File: src/verilog/fog_defines.svh
`ifndef FOG_DEFINES_SVH
`define FOG_DEFINES_SVH

// Register byte addresses
`define FOG_ADDR_PINFUNC   8'h00
`define FOG_ADDR_FOCTRL    8'h04
`define FOG_ADDR_WAKESTAT  8'h08
`define FOG_ADDR_LEVEL     8'h0C
`define FOG_ADDR_STATUS    8'h10

// Field positions
`define FOG_POS_FUNC_IND   0
`define FOG_POS_FUNC_PUL   4
`define FOG_POS_FORCE      0
`define FOG_POS_DUTY       1
`define FOG_POS_MODE       0
`define FOG_POS_FOACT      3

// Reset values
`define FOG_RST_FUNC       3'h0
`define FOG_RST_FORCE      1'b0
`define FOG_RST_DUTY       2'h0
`define FOG_RST_LEVEL      2'h3

// Timing
`define FOG_CLK_HZ         100000000
`define FOG_IND_FREQ_CHZ   125
`define FOG_PUL_FREQ_HZ    100
`define FOG_FILT_TIME_US   64
`define FOG_IND_HALF_CYCLES ((`FOG_CLK_HZ / (`FOG_IND_FREQ_CHZ * 2)) * 100)
`define FOG_PUL_PERIOD_CYCLES (`FOG_CLK_HZ / `FOG_PUL_FREQ_HZ)
`define FOG_FILT_CYCLES    (`FOG_FILT_TIME_US * (`FOG_CLK_HZ / 1000000))

// Pulse duty divisors: 20, 10, 5 and 2.5 percent
`define FOG_DUTY_DIV0      5
`define FOG_DUTY_DIV1      10
`define FOG_DUTY_DIV2      20
`define FOG_DUTY_DIV3      40

`endif

File: src/verilog/fog_pkg.sv
package fog_pkg;

  typedef enum logic [2:0] {
    FOG_MODE_INIT     = 3'h0,
    FOG_MODE_NORMAL   = 3'h1,
    FOG_MODE_STOP     = 3'h2,
    FOG_MODE_SLEEP    = 3'h3,
    FOG_MODE_RESTART  = 3'h4,
    FOG_MODE_FAILSAFE = 3'h5
  } fog_mode_t;

  typedef enum logic [2:0] {
    FOG_FN_FAIL = 3'h0,
    FOG_FN_OFF  = 3'h1,
    FOG_FN_WAKE = 3'h2,
    FOG_FN_LOW  = 3'h3,
    FOG_FN_HIGH = 3'h4
  } fog_func_t;

  typedef enum logic [1:0] {
    FOG_BUS_IDLE = 2'b00,
    FOG_BUS_ACK  = 2'b01
  } fog_bus_t;

endpackage

File: src/verilog/fog_filt_if.sv
`timescale 1ns/1ns
interface fog_filt_if;
  logic [1:0] raw;
  logic [1:0] filt;
  modport src (output raw, input filt);
  modport flt (input raw, output filt);
endinterface

File: src/verilog/fog_gpio_ctrl.sv
// Function
// - Both pins start as fail outputs
// - Wake pins latch events like dedicated wake pins
// - GPIO pin level shown in normal, stop
// - Level also reported for switch roles
// - Pulsed pin level bit doubles as test
// - Function settings change only in normal mode
// - Stop, sleep keep last normal-mode configuration
// - Fail role drives on restart/fail-safe failure
// - Wake stays in restart, off in fail-safe
// - Wake resumes after restart, config untouched
// - Switches off in restart and fail-safe
// - Switches resume after restart, config untouched
// - Fail output stays active into normal mode
// - Indicator toggles 1.25 Hz, 50 percent
// - Pulsed output 100 Hz, selectable duty
// - Test input filtered 64 us
// - Force bit activates fail outputs for test
// - Duty choices 20/10/5/2.5, default 20
`timescale 1ns/1ns
`include "fog_defines.svh"
module fog_gpio_ctrl
  import fog_pkg::*;
#(
  parameter int unsigned IND_HALF_CYCLES   = `FOG_IND_HALF_CYCLES,
  parameter int unsigned PUL_PERIOD_CYCLES = `FOG_PUL_PERIOD_CYCLES,
  parameter int unsigned FILT_CYCLES       = `FOG_FILT_CYCLES
) (
  // Clock and reset
  input  wire logic        mclk,
  input  wire logic        rst_n,
  // Avalon-MM slave
  input  wire logic [7:0]  address,
  input  wire logic        read,
  input  wire logic        write,
  input  wire logic [31:0] writedata,
  input  wire logic [3:0]  byteenable,
  output logic      [31:0] readdata,
  output logic             waitrequest,
  // System state
  input  fog_mode_t        powerMode,
  input  wire logic        failActive,
  // Indicator pin
  input  wire logic        indPinIn,
  output logic             indPinOut,
  output logic             indPinOeN,
  // Pulsed / test pin
  input  wire logic        pulsedPinIn,
  output logic             pulsedPinOut,
  output logic             pulsedPinOeN
);

  typedef struct packed {
    fog_bus_t        busState;
    logic            waitrequest;
    logic [31:0]     readdata;
    logic [1:0][2:0] func;
    logic            failForce;
    logic [1:0]      duty;
    logic [1:0]      wakeStat;
    logic [1:0]      lvlStat;
    logic [1:0]      prevLvl;
    logic [25:0]     indCnt;
    logic            indPhase;
    logic [19:0]     pulCnt;
    logic [1:0]      pinOut;
    logic [1:0]      pinOeN;
  } fog_state_t;

  localparam fog_state_t ST_RST = '{
    busState:    FOG_BUS_IDLE,
    waitrequest: 1'b1,
    readdata:    32'h00000000,
    func:        {`FOG_RST_FUNC, `FOG_RST_FUNC},
    failForce:   `FOG_RST_FORCE,
    duty:        `FOG_RST_DUTY,
    wakeStat:    2'h0,
    lvlStat:     `FOG_RST_LEVEL,
    prevLvl:     `FOG_RST_LEVEL,
    indCnt:      26'h0000000,
    indPhase:    1'b1,
    pulCnt:      20'h00000,
    pinOut:      2'h0,
    pinOeN:      2'h3
  };

  localparam logic [19:0] PUL_ON0 = 20'(PUL_PERIOD_CYCLES / `FOG_DUTY_DIV0);
  localparam logic [19:0] PUL_ON1 = 20'(PUL_PERIOD_CYCLES / `FOG_DUTY_DIV1);
  localparam logic [19:0] PUL_ON2 = 20'(PUL_PERIOD_CYCLES / `FOG_DUTY_DIV2);
  localparam logic [19:0] PUL_ON3 = 20'(PUL_PERIOD_CYCLES / `FOG_DUTY_DIV3);

  fog_state_t  st;
  fog_state_t  next_st;
  fog_filt_if  filtBus ();
  logic [31:0] rdMux;
  logic [1:0]  wakeCap;
  logic [1:0]  wakeSet;
  logic [1:0]  wakeClr;
  logic [1:0]  wave;
  logic [19:0] pulOn;
  logic        foActive;
  logic        safeMode;
  logic        lvlMode;

  assign filtBus.raw = {pulsedPinIn, indPinIn};

  fog_level_filter #(
    .FILT_CYCLES (FILT_CYCLES)
  ) u_filter (
    .mclk  (mclk),
    .rst_n (rst_n),
    .f     (filtBus)
  );

  function automatic logic fog_valid_func(input logic [2:0] code);
    return code <= FOG_FN_HIGH;
  endfunction

  // Read multiplexer
  always_comb begin
    rdMux = 32'h00000000;
    if (address == `FOG_ADDR_PINFUNC) begin
      rdMux[`FOG_POS_FUNC_IND +: 3] = st.func[0];
      rdMux[`FOG_POS_FUNC_PUL +: 3] = st.func[1];
    end else if (address == `FOG_ADDR_FOCTRL) begin
      rdMux[`FOG_POS_FORCE]     = st.failForce;
      rdMux[`FOG_POS_DUTY +: 2] = st.duty;
    end else if (address == `FOG_ADDR_WAKESTAT) begin
      rdMux[1:0] = st.wakeStat;
    end else if (address == `FOG_ADDR_LEVEL) begin
      rdMux[1:0] = st.lvlStat;
    end else if (address == `FOG_ADDR_STATUS) begin
      rdMux[`FOG_POS_MODE +: 3] = powerMode;
      rdMux[`FOG_POS_FOACT]     = foActive;
    end
  end

  // Mode-derived qualifiers
  always_comb begin
    // A failure or the test force bit both light the fail role
    foActive = failActive | st.failForce;
    safeMode = (powerMode == FOG_MODE_RESTART) || (powerMode == FOG_MODE_FAILSAFE);
    lvlMode  = (powerMode == FOG_MODE_NORMAL) || (powerMode == FOG_MODE_STOP);
    case (st.duty)
      2'h0:    pulOn = PUL_ON0;
      2'h1:    pulOn = PUL_ON1;
      2'h2:    pulOn = PUL_ON2;
      default: pulOn = PUL_ON3;
    endcase
    wave[0] = st.indPhase;
    wave[1] = st.pulCnt < pulOn;
    for (int i = 0; i < 2; i++) begin
      // Wake sensing depends only on role and mode, so it returns after restart untouched
      wakeCap[i] = (st.func[i] == FOG_FN_WAKE) && (powerMode != FOG_MODE_FAILSAFE);
      wakeSet[i] = wakeCap[i] && (filtBus.filt[i] != st.prevLvl[i]);
    end
  end

  always_comb begin
    next_st = st;
    wakeClr = 2'h0;
    next_st.waitrequest = 1'b1;
    case (st.busState)
      FOG_BUS_IDLE: begin
        if (read || write) begin
          next_st.busState    = FOG_BUS_ACK;
          next_st.waitrequest = 1'b0;
          next_st.readdata    = rdMux;
        end
      end
      FOG_BUS_ACK: begin
        next_st.busState = FOG_BUS_IDLE;
        if (write && byteenable[0]) begin
          if (address == `FOG_ADDR_PINFUNC) begin
            // Outside normal mode the configuration is frozen
            if (powerMode == FOG_MODE_NORMAL) begin
              if (fog_valid_func(writedata[`FOG_POS_FUNC_IND +: 3])) begin
                next_st.func[0] = writedata[`FOG_POS_FUNC_IND +: 3];
              end
              if (fog_valid_func(writedata[`FOG_POS_FUNC_PUL +: 3])) begin
                next_st.func[1] = writedata[`FOG_POS_FUNC_PUL +: 3];
              end
            end
          end else if (address == `FOG_ADDR_FOCTRL) begin
            next_st.failForce = writedata[`FOG_POS_FORCE];
            next_st.duty      = writedata[`FOG_POS_DUTY +: 2];
          end else if (address == `FOG_ADDR_WAKESTAT) begin
            wakeClr = writedata[1:0];
          end
        end
      end
      default: begin
        next_st.busState = FOG_BUS_IDLE;
      end
    endcase

    // A wake event in the clearing cycle survives the clear
    next_st.wakeStat = (st.wakeStat & ~wakeClr) | wakeSet;
    next_st.prevLvl  = filtBus.filt;

    for (int i = 0; i < 2; i++) begin
      // Switch roles report too, giving feedback on the real output state
      if (lvlMode && (st.func[i] != FOG_FN_FAIL)) begin
        next_st.lvlStat[i] = filtBus.filt[i];
      end
    end
    // One bit serves both the pulsed pin level and the test level
    if (powerMode == FOG_MODE_INIT) begin
      next_st.lvlStat[1] = filtBus.filt[1];
    end

    // Waveforms restart on each activation so the first phase is whole
    if (!foActive) begin
      next_st.indCnt   = 26'h0000000;
      next_st.indPhase = 1'b1;
      next_st.pulCnt   = 20'h00000;
    end else begin
      if (st.indCnt == 26'(IND_HALF_CYCLES - 1)) begin
        next_st.indCnt   = 26'h0000000;
        next_st.indPhase = ~st.indPhase;
      end else begin
        next_st.indCnt = st.indCnt + 26'h0000001;
      end
      if (st.pulCnt == 20'(PUL_PERIOD_CYCLES - 1)) begin
        next_st.pulCnt = 20'h00000;
      end else begin
        next_st.pulCnt = st.pulCnt + 20'h00001;
      end
    end

    for (int i = 0; i < 2; i++) begin
      case (st.func[i])
        FOG_FN_FAIL: begin
          // Active-low open drain; reset default role
          next_st.pinOut[i] = 1'b0;
          next_st.pinOeN[i] = ~(foActive && wave[i]);
        end
        FOG_FN_LOW: begin
          next_st.pinOut[i] = 1'b0;
          next_st.pinOeN[i] = safeMode;
        end
        FOG_FN_HIGH: begin
          next_st.pinOut[i] = 1'b1;
          next_st.pinOeN[i] = safeMode;
        end
        default: begin
          next_st.pinOut[i] = 1'b0;
          next_st.pinOeN[i] = 1'b1;
        end
      endcase
    end
  end

  always_ff @(posedge mclk or negedge rst_n) begin
    if (!rst_n) begin
      st <= ST_RST;
    end else begin
      st <= next_st;
    end
  end

  assign readdata     = st.readdata;
  assign waitrequest  = st.waitrequest;
  assign indPinOut    = st.pinOut[0];
  assign indPinOeN    = st.pinOeN[0];
  assign pulsedPinOut = st.pinOut[1];
  assign pulsedPinOeN = st.pinOeN[1];
endmodule

File: src/verilog/fog_level_filter.sv
`timescale 1ns/1ns
`include "fog_defines.svh"
module fog_level_filter
  import fog_pkg::*;
#(
  parameter int unsigned FILT_CYCLES = `FOG_FILT_CYCLES
) (
  // Clock and reset
  input  wire logic  mclk,
  input  wire logic  rst_n,
  // Pin levels
  fog_filt_if.flt    f
);

  typedef struct packed {
    logic [1:0][12:0] cnt;
    logic [1:0]       filt;
  } fog_filt_state_t;

  fog_filt_state_t st;
  fog_filt_state_t next_st;

  always_comb begin
    next_st = st;
    for (int i = 0; i < 2; i++) begin
      if (f.raw[i] == st.filt[i]) begin
        next_st.cnt[i] = 13'h0000;
      end else if (st.cnt[i] == 13'(FILT_CYCLES - 1)) begin
        // Level accepted only after it held for the full filter time
        next_st.filt[i] = f.raw[i];
        next_st.cnt[i]  = 13'h0000;
      end else begin
        next_st.cnt[i] = st.cnt[i] + 13'h0001;
      end
    end
  end

  always_ff @(posedge mclk or negedge rst_n) begin
    if (!rst_n) begin
      st <= '{cnt: '0, filt: `FOG_RST_LEVEL};
    end else begin
      st <= next_st;
    end
  end

  assign f.filt = st.filt;
endmodule

File: config.mk
export PLATFORM = sky130hd
export DESIGN_NAME = fog_gpio_ctrl
export DESIGN_NICKNAME = d
export VERILOG_FILES = /design/src/verilog/fog_pkg.sv /design/src/verilog/fog_filt_if.sv /design/src/verilog/fog_gpio_ctrl.sv /design/src/verilog/fog_level_filter.sv
export VERILOG_INCLUDE_DIRS = /design/src /design/src/verilog
export SDC_FILE = /design/constraint.sdc
export NUM_CORES = 1
export LEC_CHECK = 0
export ABC_AREA = 1
export BUFFER_PORTS_ARGS = -buffer_cell sky130_fd_sc_hd__buf_2
export CAP_MARGIN = 5
export CORE_MARGIN = 2
export CORE_UTILIZATION = 57
export CTS_CLUSTER_SIZE = 16
export DETAILED_ROUTE_END_ITERATION = 10
export GPL_ROUTABILITY_DRIVEN = 1
export HOLD_SLACK_MARGIN = 0.02
export PLACE_DENSITY = 0.82
export SYNTH_ARGS = -nofsm -noshare
export SYNTH_HDL_FRONTEND = slang
export SYNTH_SLANG_ARGS = --single-unit
File: constraint.sdc
create_clock -name mclk -period 3.65 [get_ports mclk]
set_input_delay 0.1825 -clock mclk [delete_from_list [all_inputs] [get_ports mclk]]
set_output_delay 0.1825 -clock mclk [all_outputs]
set_load 0.05 [all_outputs]
Yosys cells after proc, flatten, opt, wreduce, memory -nomap -nowiden

Index checks and enable logic that the tools add are counted.

Logic and storage cells: 127
Output and inout port bits: 37
Register bits after elaboration: 104

Bitwise logic cells: 10
Equal/unequal tests: 28
Order comparisons: 3
Reduce and logical (&&, ||, !) cells: 29
Add/subtract/negate cells: 4
Multiplexer cells: 33

Operators with widths:

| operator              | number |
|---|---|
| $pmux 18 s3           | 1 |
| $mux 13               | 4 |
| $mux 47               | 1 |
| $mux 35               | 1 |
| $mux 33               | 1 |
| $add 13x1->13 const B | 2 |
| $add 26x1->26 const B | 1 |
| $eq 13x13->1 const B  | 2 |
| $eq 26x26->1 const B  | 1 |
| $mux 26               | 1 |
| $add 20x1->20 const B | 1 |
| $eq 20x20->1 const B  | 1 |
| $lt 20x20->1          | 1 |
| $mux 2                | 10 |
| $mux 20               | 1 |
| $eq 8x4->1 const B    | 2 |
| $eq 3x2->1 const B    | 5 |
| $eq 3x3->1 const B    | 4 |
| $reduce_and 5->1      | 2 |
| $logic_and 1x1->1     | 9 |
| $logic_not 3->1       | 3 |
| $mux 3                | 3 |
| $eq 8x3->1 const B    | 1 |
| $eq 8x5->1 const B    | 1 |
| other kinds (25)      | 48 |

Longest topological paths before layout

Word-level depth: 9
Depth in mapped cells: 14

By module

From an unflattened synthesis, not the netlist that was laid out.

Cell total of the unflattened synthesis: 832
Area, all modules: 6214.7 µm²

Modules (own cells, without submodules):

| module           | seq. area each (µm²) | cells an instance | instances | area an instance (µm²) |
|---|---|---|---|---|
| fog_gpio_ctrl    | 1886.8               | 646               | 1         | 4750.8 |
| fog_level_filter | 703.2                | 186               | 1         | 1463.9 |

Worst setup path before layout

No wires, ideal clock.

Path type: reg2reg
Start point: reg st[57] (netlist name)
End point: reg st (netlist bit pulsedPinOeN)
Period minus slack after synthesis: 1.701 ns
Arrival time: 1.626 ns
Stages on the path, launching flop included: 11
Slack: 1.949 ns
Cells stage by stage: dfrtp_1 inv_1 ha_1 inv_1 ha_1 a21oi_1 nand2_1 a21oi_1 nand4_1 nand2_1 nand2_1

RTL lines:

| item                   | RTL line             | text |
|---|---|---|
| from (decl)            | fog_gpio_ctrl.sv:92  | `fog_state_t st;` |
| from (signal assigned) | fog_gpio_ctrl.sv:258 | `st <= next_st;` |

==> metrics.csv <==
stage,metric,value,unit
outcome,status,finished clean,
sta,Fin Setup TNS,0,ns
layout,Antenna Cells,0,
layout,share of post-route cells with drive strength above 1,16.4,%
clock_tree,"Clk Latency, worst-skew pair",0.35,ns
drt,DR DRC count,0,
power_and_ir_drop,worst vdd ir,0.000306,V
placed_design,Setup WS pre-CTS,1.65,ns
layout,filler cell count,908,
logic_synthesis,register area share after synthesis,39.9,%
global_routing,largest net degree at the start of global routing,51,
clock_tree,Post-CTS Setup Bufs,0,
setup_path,CP most frequent cell,nand2_1,
sta,final worst slack,1.63,ns
logic_synthesis,Post-Synth Adder-Cell Area,4.43,%
logic_synthesis,top cells by instance count after synthesis,"nand2_1 (163), nor2_1 (121), inv_1 (99)",
clock_tree,"CTS clk-pin slew, worst paths",0.07,ns
placed_design,Post-DP Area,0.00670,mm^2
sta,Final Hold Fails,0,
placed_design,PortBufs,36,
logic_synthesis,mux share of post-synthesis cell area,0.174,%
drt,Post-DRT Antenna Nets,0,
setup_path,slowest CP cell,dfrtp_1,
layout,Synth-to-Final Area Change,8.02,%
clock_tree,CTS Buf Count,9,
logic_synthesis,Synth Instances,836,
logic_synthesis,cell area after synthesis,0.00649,mm^2
placed_design,post-detail-place hpwl,10200,um
clock_tree,# H-tree levels,3,
sta,"Slew Viols, Final",0,
drt,WL final,13500,um
setup_path,CP endpoint kind,flop,
floorplan,die span in y,111,um
sta,Max Clock Freq,0.495,GHz
drt,vias,5389,
global_routing,Overflow after GRT,0,
clock_tree,TritonCTS clock tree,built,
min_path,Worst Hold Class,in -> reg,
sta,final setup vio count,0,
setup_path,crit path cell chain,"inv_1, ha_1, o21bai_1, ha_1, nand2_1, inv_1, nand2_1, inv_1, a21oi_1, nand4_1, nand2_1, nand2_1",
logic_synthesis,"Top FF cell, synth",dfrtp_1,
sta,WHS,0.0578,ns
setup_path,CP Class,reg -> reg,
logic_synthesis,Seq cells post-synth,103,
setup_path,Critical Path Max Stage Delay,0.46,ns
floorplan,Starting Density,59.1,%
floorplan,io pins,91,
logic_synthesis,count of different cell masters after synthesis,43,
logic_synthesis,most numerous cell in the Yosys netlist,nand2_1,
clock_tree,root buffer cell,clkbuf_16,
global_routing,initial antenna violation count,0,
floorplan,die footprint,0.0123,mm^2
sta,worst slew pin tran,0.637,ns
sta,period utilisation layout,55.3,%
floorplan,DIE WIDTH,111,um
floorplan,core area,0.0110,mm^2
logic_synthesis,top post-synthesis cells by area,"dfrtp_1 (36%), nand2_1 (9.4%), nor2_1 (7.0%), inv_1 (5.7%), nand3_1 (4.5%)",
layout,nets,951,
clock_tree,Clock Path Buffers,2,
drt,First DRT Iteration DRCs,326,
placed_design,Placer Congestion,0.948,
drt,routed vias/inst,5.29,
logic_synthesis,post-synth top area cell,dfrtp_1,
logic_synthesis,Post-synth EDFFs,0,
setup_path,Arrival @ worst endpoint,2.31,ns
sta,skew final,0.00656,ns
sta,Final min period,2.02,ns
logic_synthesis,async set or reset register ratio after synthesis,100,%
setup_path,Startpoint Class,flop,
power_and_ir_drop,power per cell area,345,mW/mm^2
clock_tree,clk sinks,103,
logic_synthesis,post-synthesis simple-gate area fraction,34.7,%
setup_path,crit-path max FO,6,
logic_synthesis,Synthesis Warnings,0,
sta,RSZ-0062 raised after global routing,false,
floorplan,row cnt,38,
global_routing,Overall Global Routing Usage,23.2,%
power_and_ir_drop,Static Leak,3.31,nW
logic_synthesis,largest family of logic cells by synthesized area,simple AND/OR/NAND/NOR gates,
layout,final instance area,0.00701,mm^2
global_routing,vias in the first global route,5119,
logic_synthesis,Mean Syn Cell Area,7.76,um^2
drt,average routed wire per standard cell,13.3,um
job,Max-cap violations,0,
layout,final core occ,63.8,%
drt,first-pass detailed-route iteration total,5,
logic_synthesis,Synth top area share,35.9,%
logic_synthesis,post-synthesis compound-gate area fraction,5.49,%
global_routing,first-pass GRT wire length,23600,um
logic_synthesis,xor/xnor share of the synthesized area,4.45,%
sta,Worst slew margin,57.5,%
setup_path,Worst Path Required,3.94,ns
[per-stage QoR]
| stage | instances | power (mW) |
|---|---|---|
| after detailed placement | 1002 | 1.44 |
| after CTS | 1019 | 2.43 |
| after floorplan | 860 | 1.39 |
| after global placement | 1002 | 1.44 |
| final | 1019 | 2.42 |
| after global routing | 1019 | 2.52 |
[state kept, by name, summed over array words and instances, names as in the netlist]
name / flops
st: 63
indPinOeN: 1
pulsedPinOut: 1
pulsedPinOeN: 1
readdata: 7
u_filter.f.filt: 2
waitrequest: 1
u_filter.st: 26
indPinOut: 1
[cell families after synthesis]
family / count (synthesis)
other cells: 1
simple gates: 463
fa+ha+maj: 23
flops: 103
mux: 1
xor+xnor: 33
compound gates: 60
buf+inv: 152
[critical path, delay by kind of cell (launching register included)]
family / cells / cell delay, ns
compound gates: 2 / 0.36
fa+ha+maj: 2 / 0.52
buf+inv: 3 / 0.23
flops: 1 / 0.46
simple gates: 5 / 0.37
[where the power goes]
part	switching [mW]	internal (mW)
Combinational	0.169	0.0505
Sequential	0.0245	1.18
Clock	0.453	0.544
[cell usage in the layout, fill, tap and decap left out, types with 3 or more instances in the layout]
master / instances
o31ai_1: 3
nand3_1: 59
o21ai_1: 10
buf_4: 5
xnor2_1: 8
nor2_4: 4
o21ai_0: 13
buf_2: 35
nand2_1: 163
dfrtp_1: 93
dfstp_2: 10
nand4_1: 18
a21oi_1: 25
clkbuf_16: 9
inv_2: 15
nor3_1: 37
nor3_2: 10
nor3_4: 5
ha_1: 23
nand3_2: 12
nor2_1: 121
inv_1: 99
xor2_1: 25
conb_1: 25
nand2_4: 3
nand2_2: 8
nor2_2: 12
[final timing paths]
kind                                                 from                        endpoint  slack (ns)  cells past startpoint
min                                          writedata[4]              st[63]$_DFFE_PN0P_        0.06                      3
max                                    st[57]$_DFFE_PN0P_          pulsedPinOeN$_DFF_PN1_        1.63                     12
max reg2reg                            st[57]$_DFFE_PN0P_          pulsedPinOeN$_DFF_PN1_        1.63                     12
min in group asynchronous                           rst_n       u_filter.st[17]$_DFF_PN0_        0.37                      2
min reg2reg                u_filter.f.filt[1]$_DFFE_PN1P_                st[52]$_DFF_PN1_        0.40                      0
max in group asynchronous                           rst_n  u_filter.f.filt[0]$_DFFE_PN1P_        2.40                      3
[cell type report]
cell class | count | area, um^2 | area share, %
clock buffer | 10 | 229 | 3.27
clock inverter | 6 | 76.3 | 1.09
inverter | 114 | 428 | 6.10
multi-input combinational | 605 | 3290 | 46.9
sequential | 103 | 2590 | 36.9
tap | 140 | 175 | 2.50
timing repair buffer | 41 | 223 | 3.18
[what timing repair did]
item,4_1_cts,5_1_grt
resized for setup,0,0
hold buffers,1,0
hold endpoints to repair,46,0
[metal layers]
metal / share of wire (%) / GRT usage [%]
met1: 45 / 31.3
met2: 48 / 38.4
met3: 5.3 / 3.50
met4: 1.9 / 8.42
met5: 0 / 0
(Power assumes the default switching activity.)
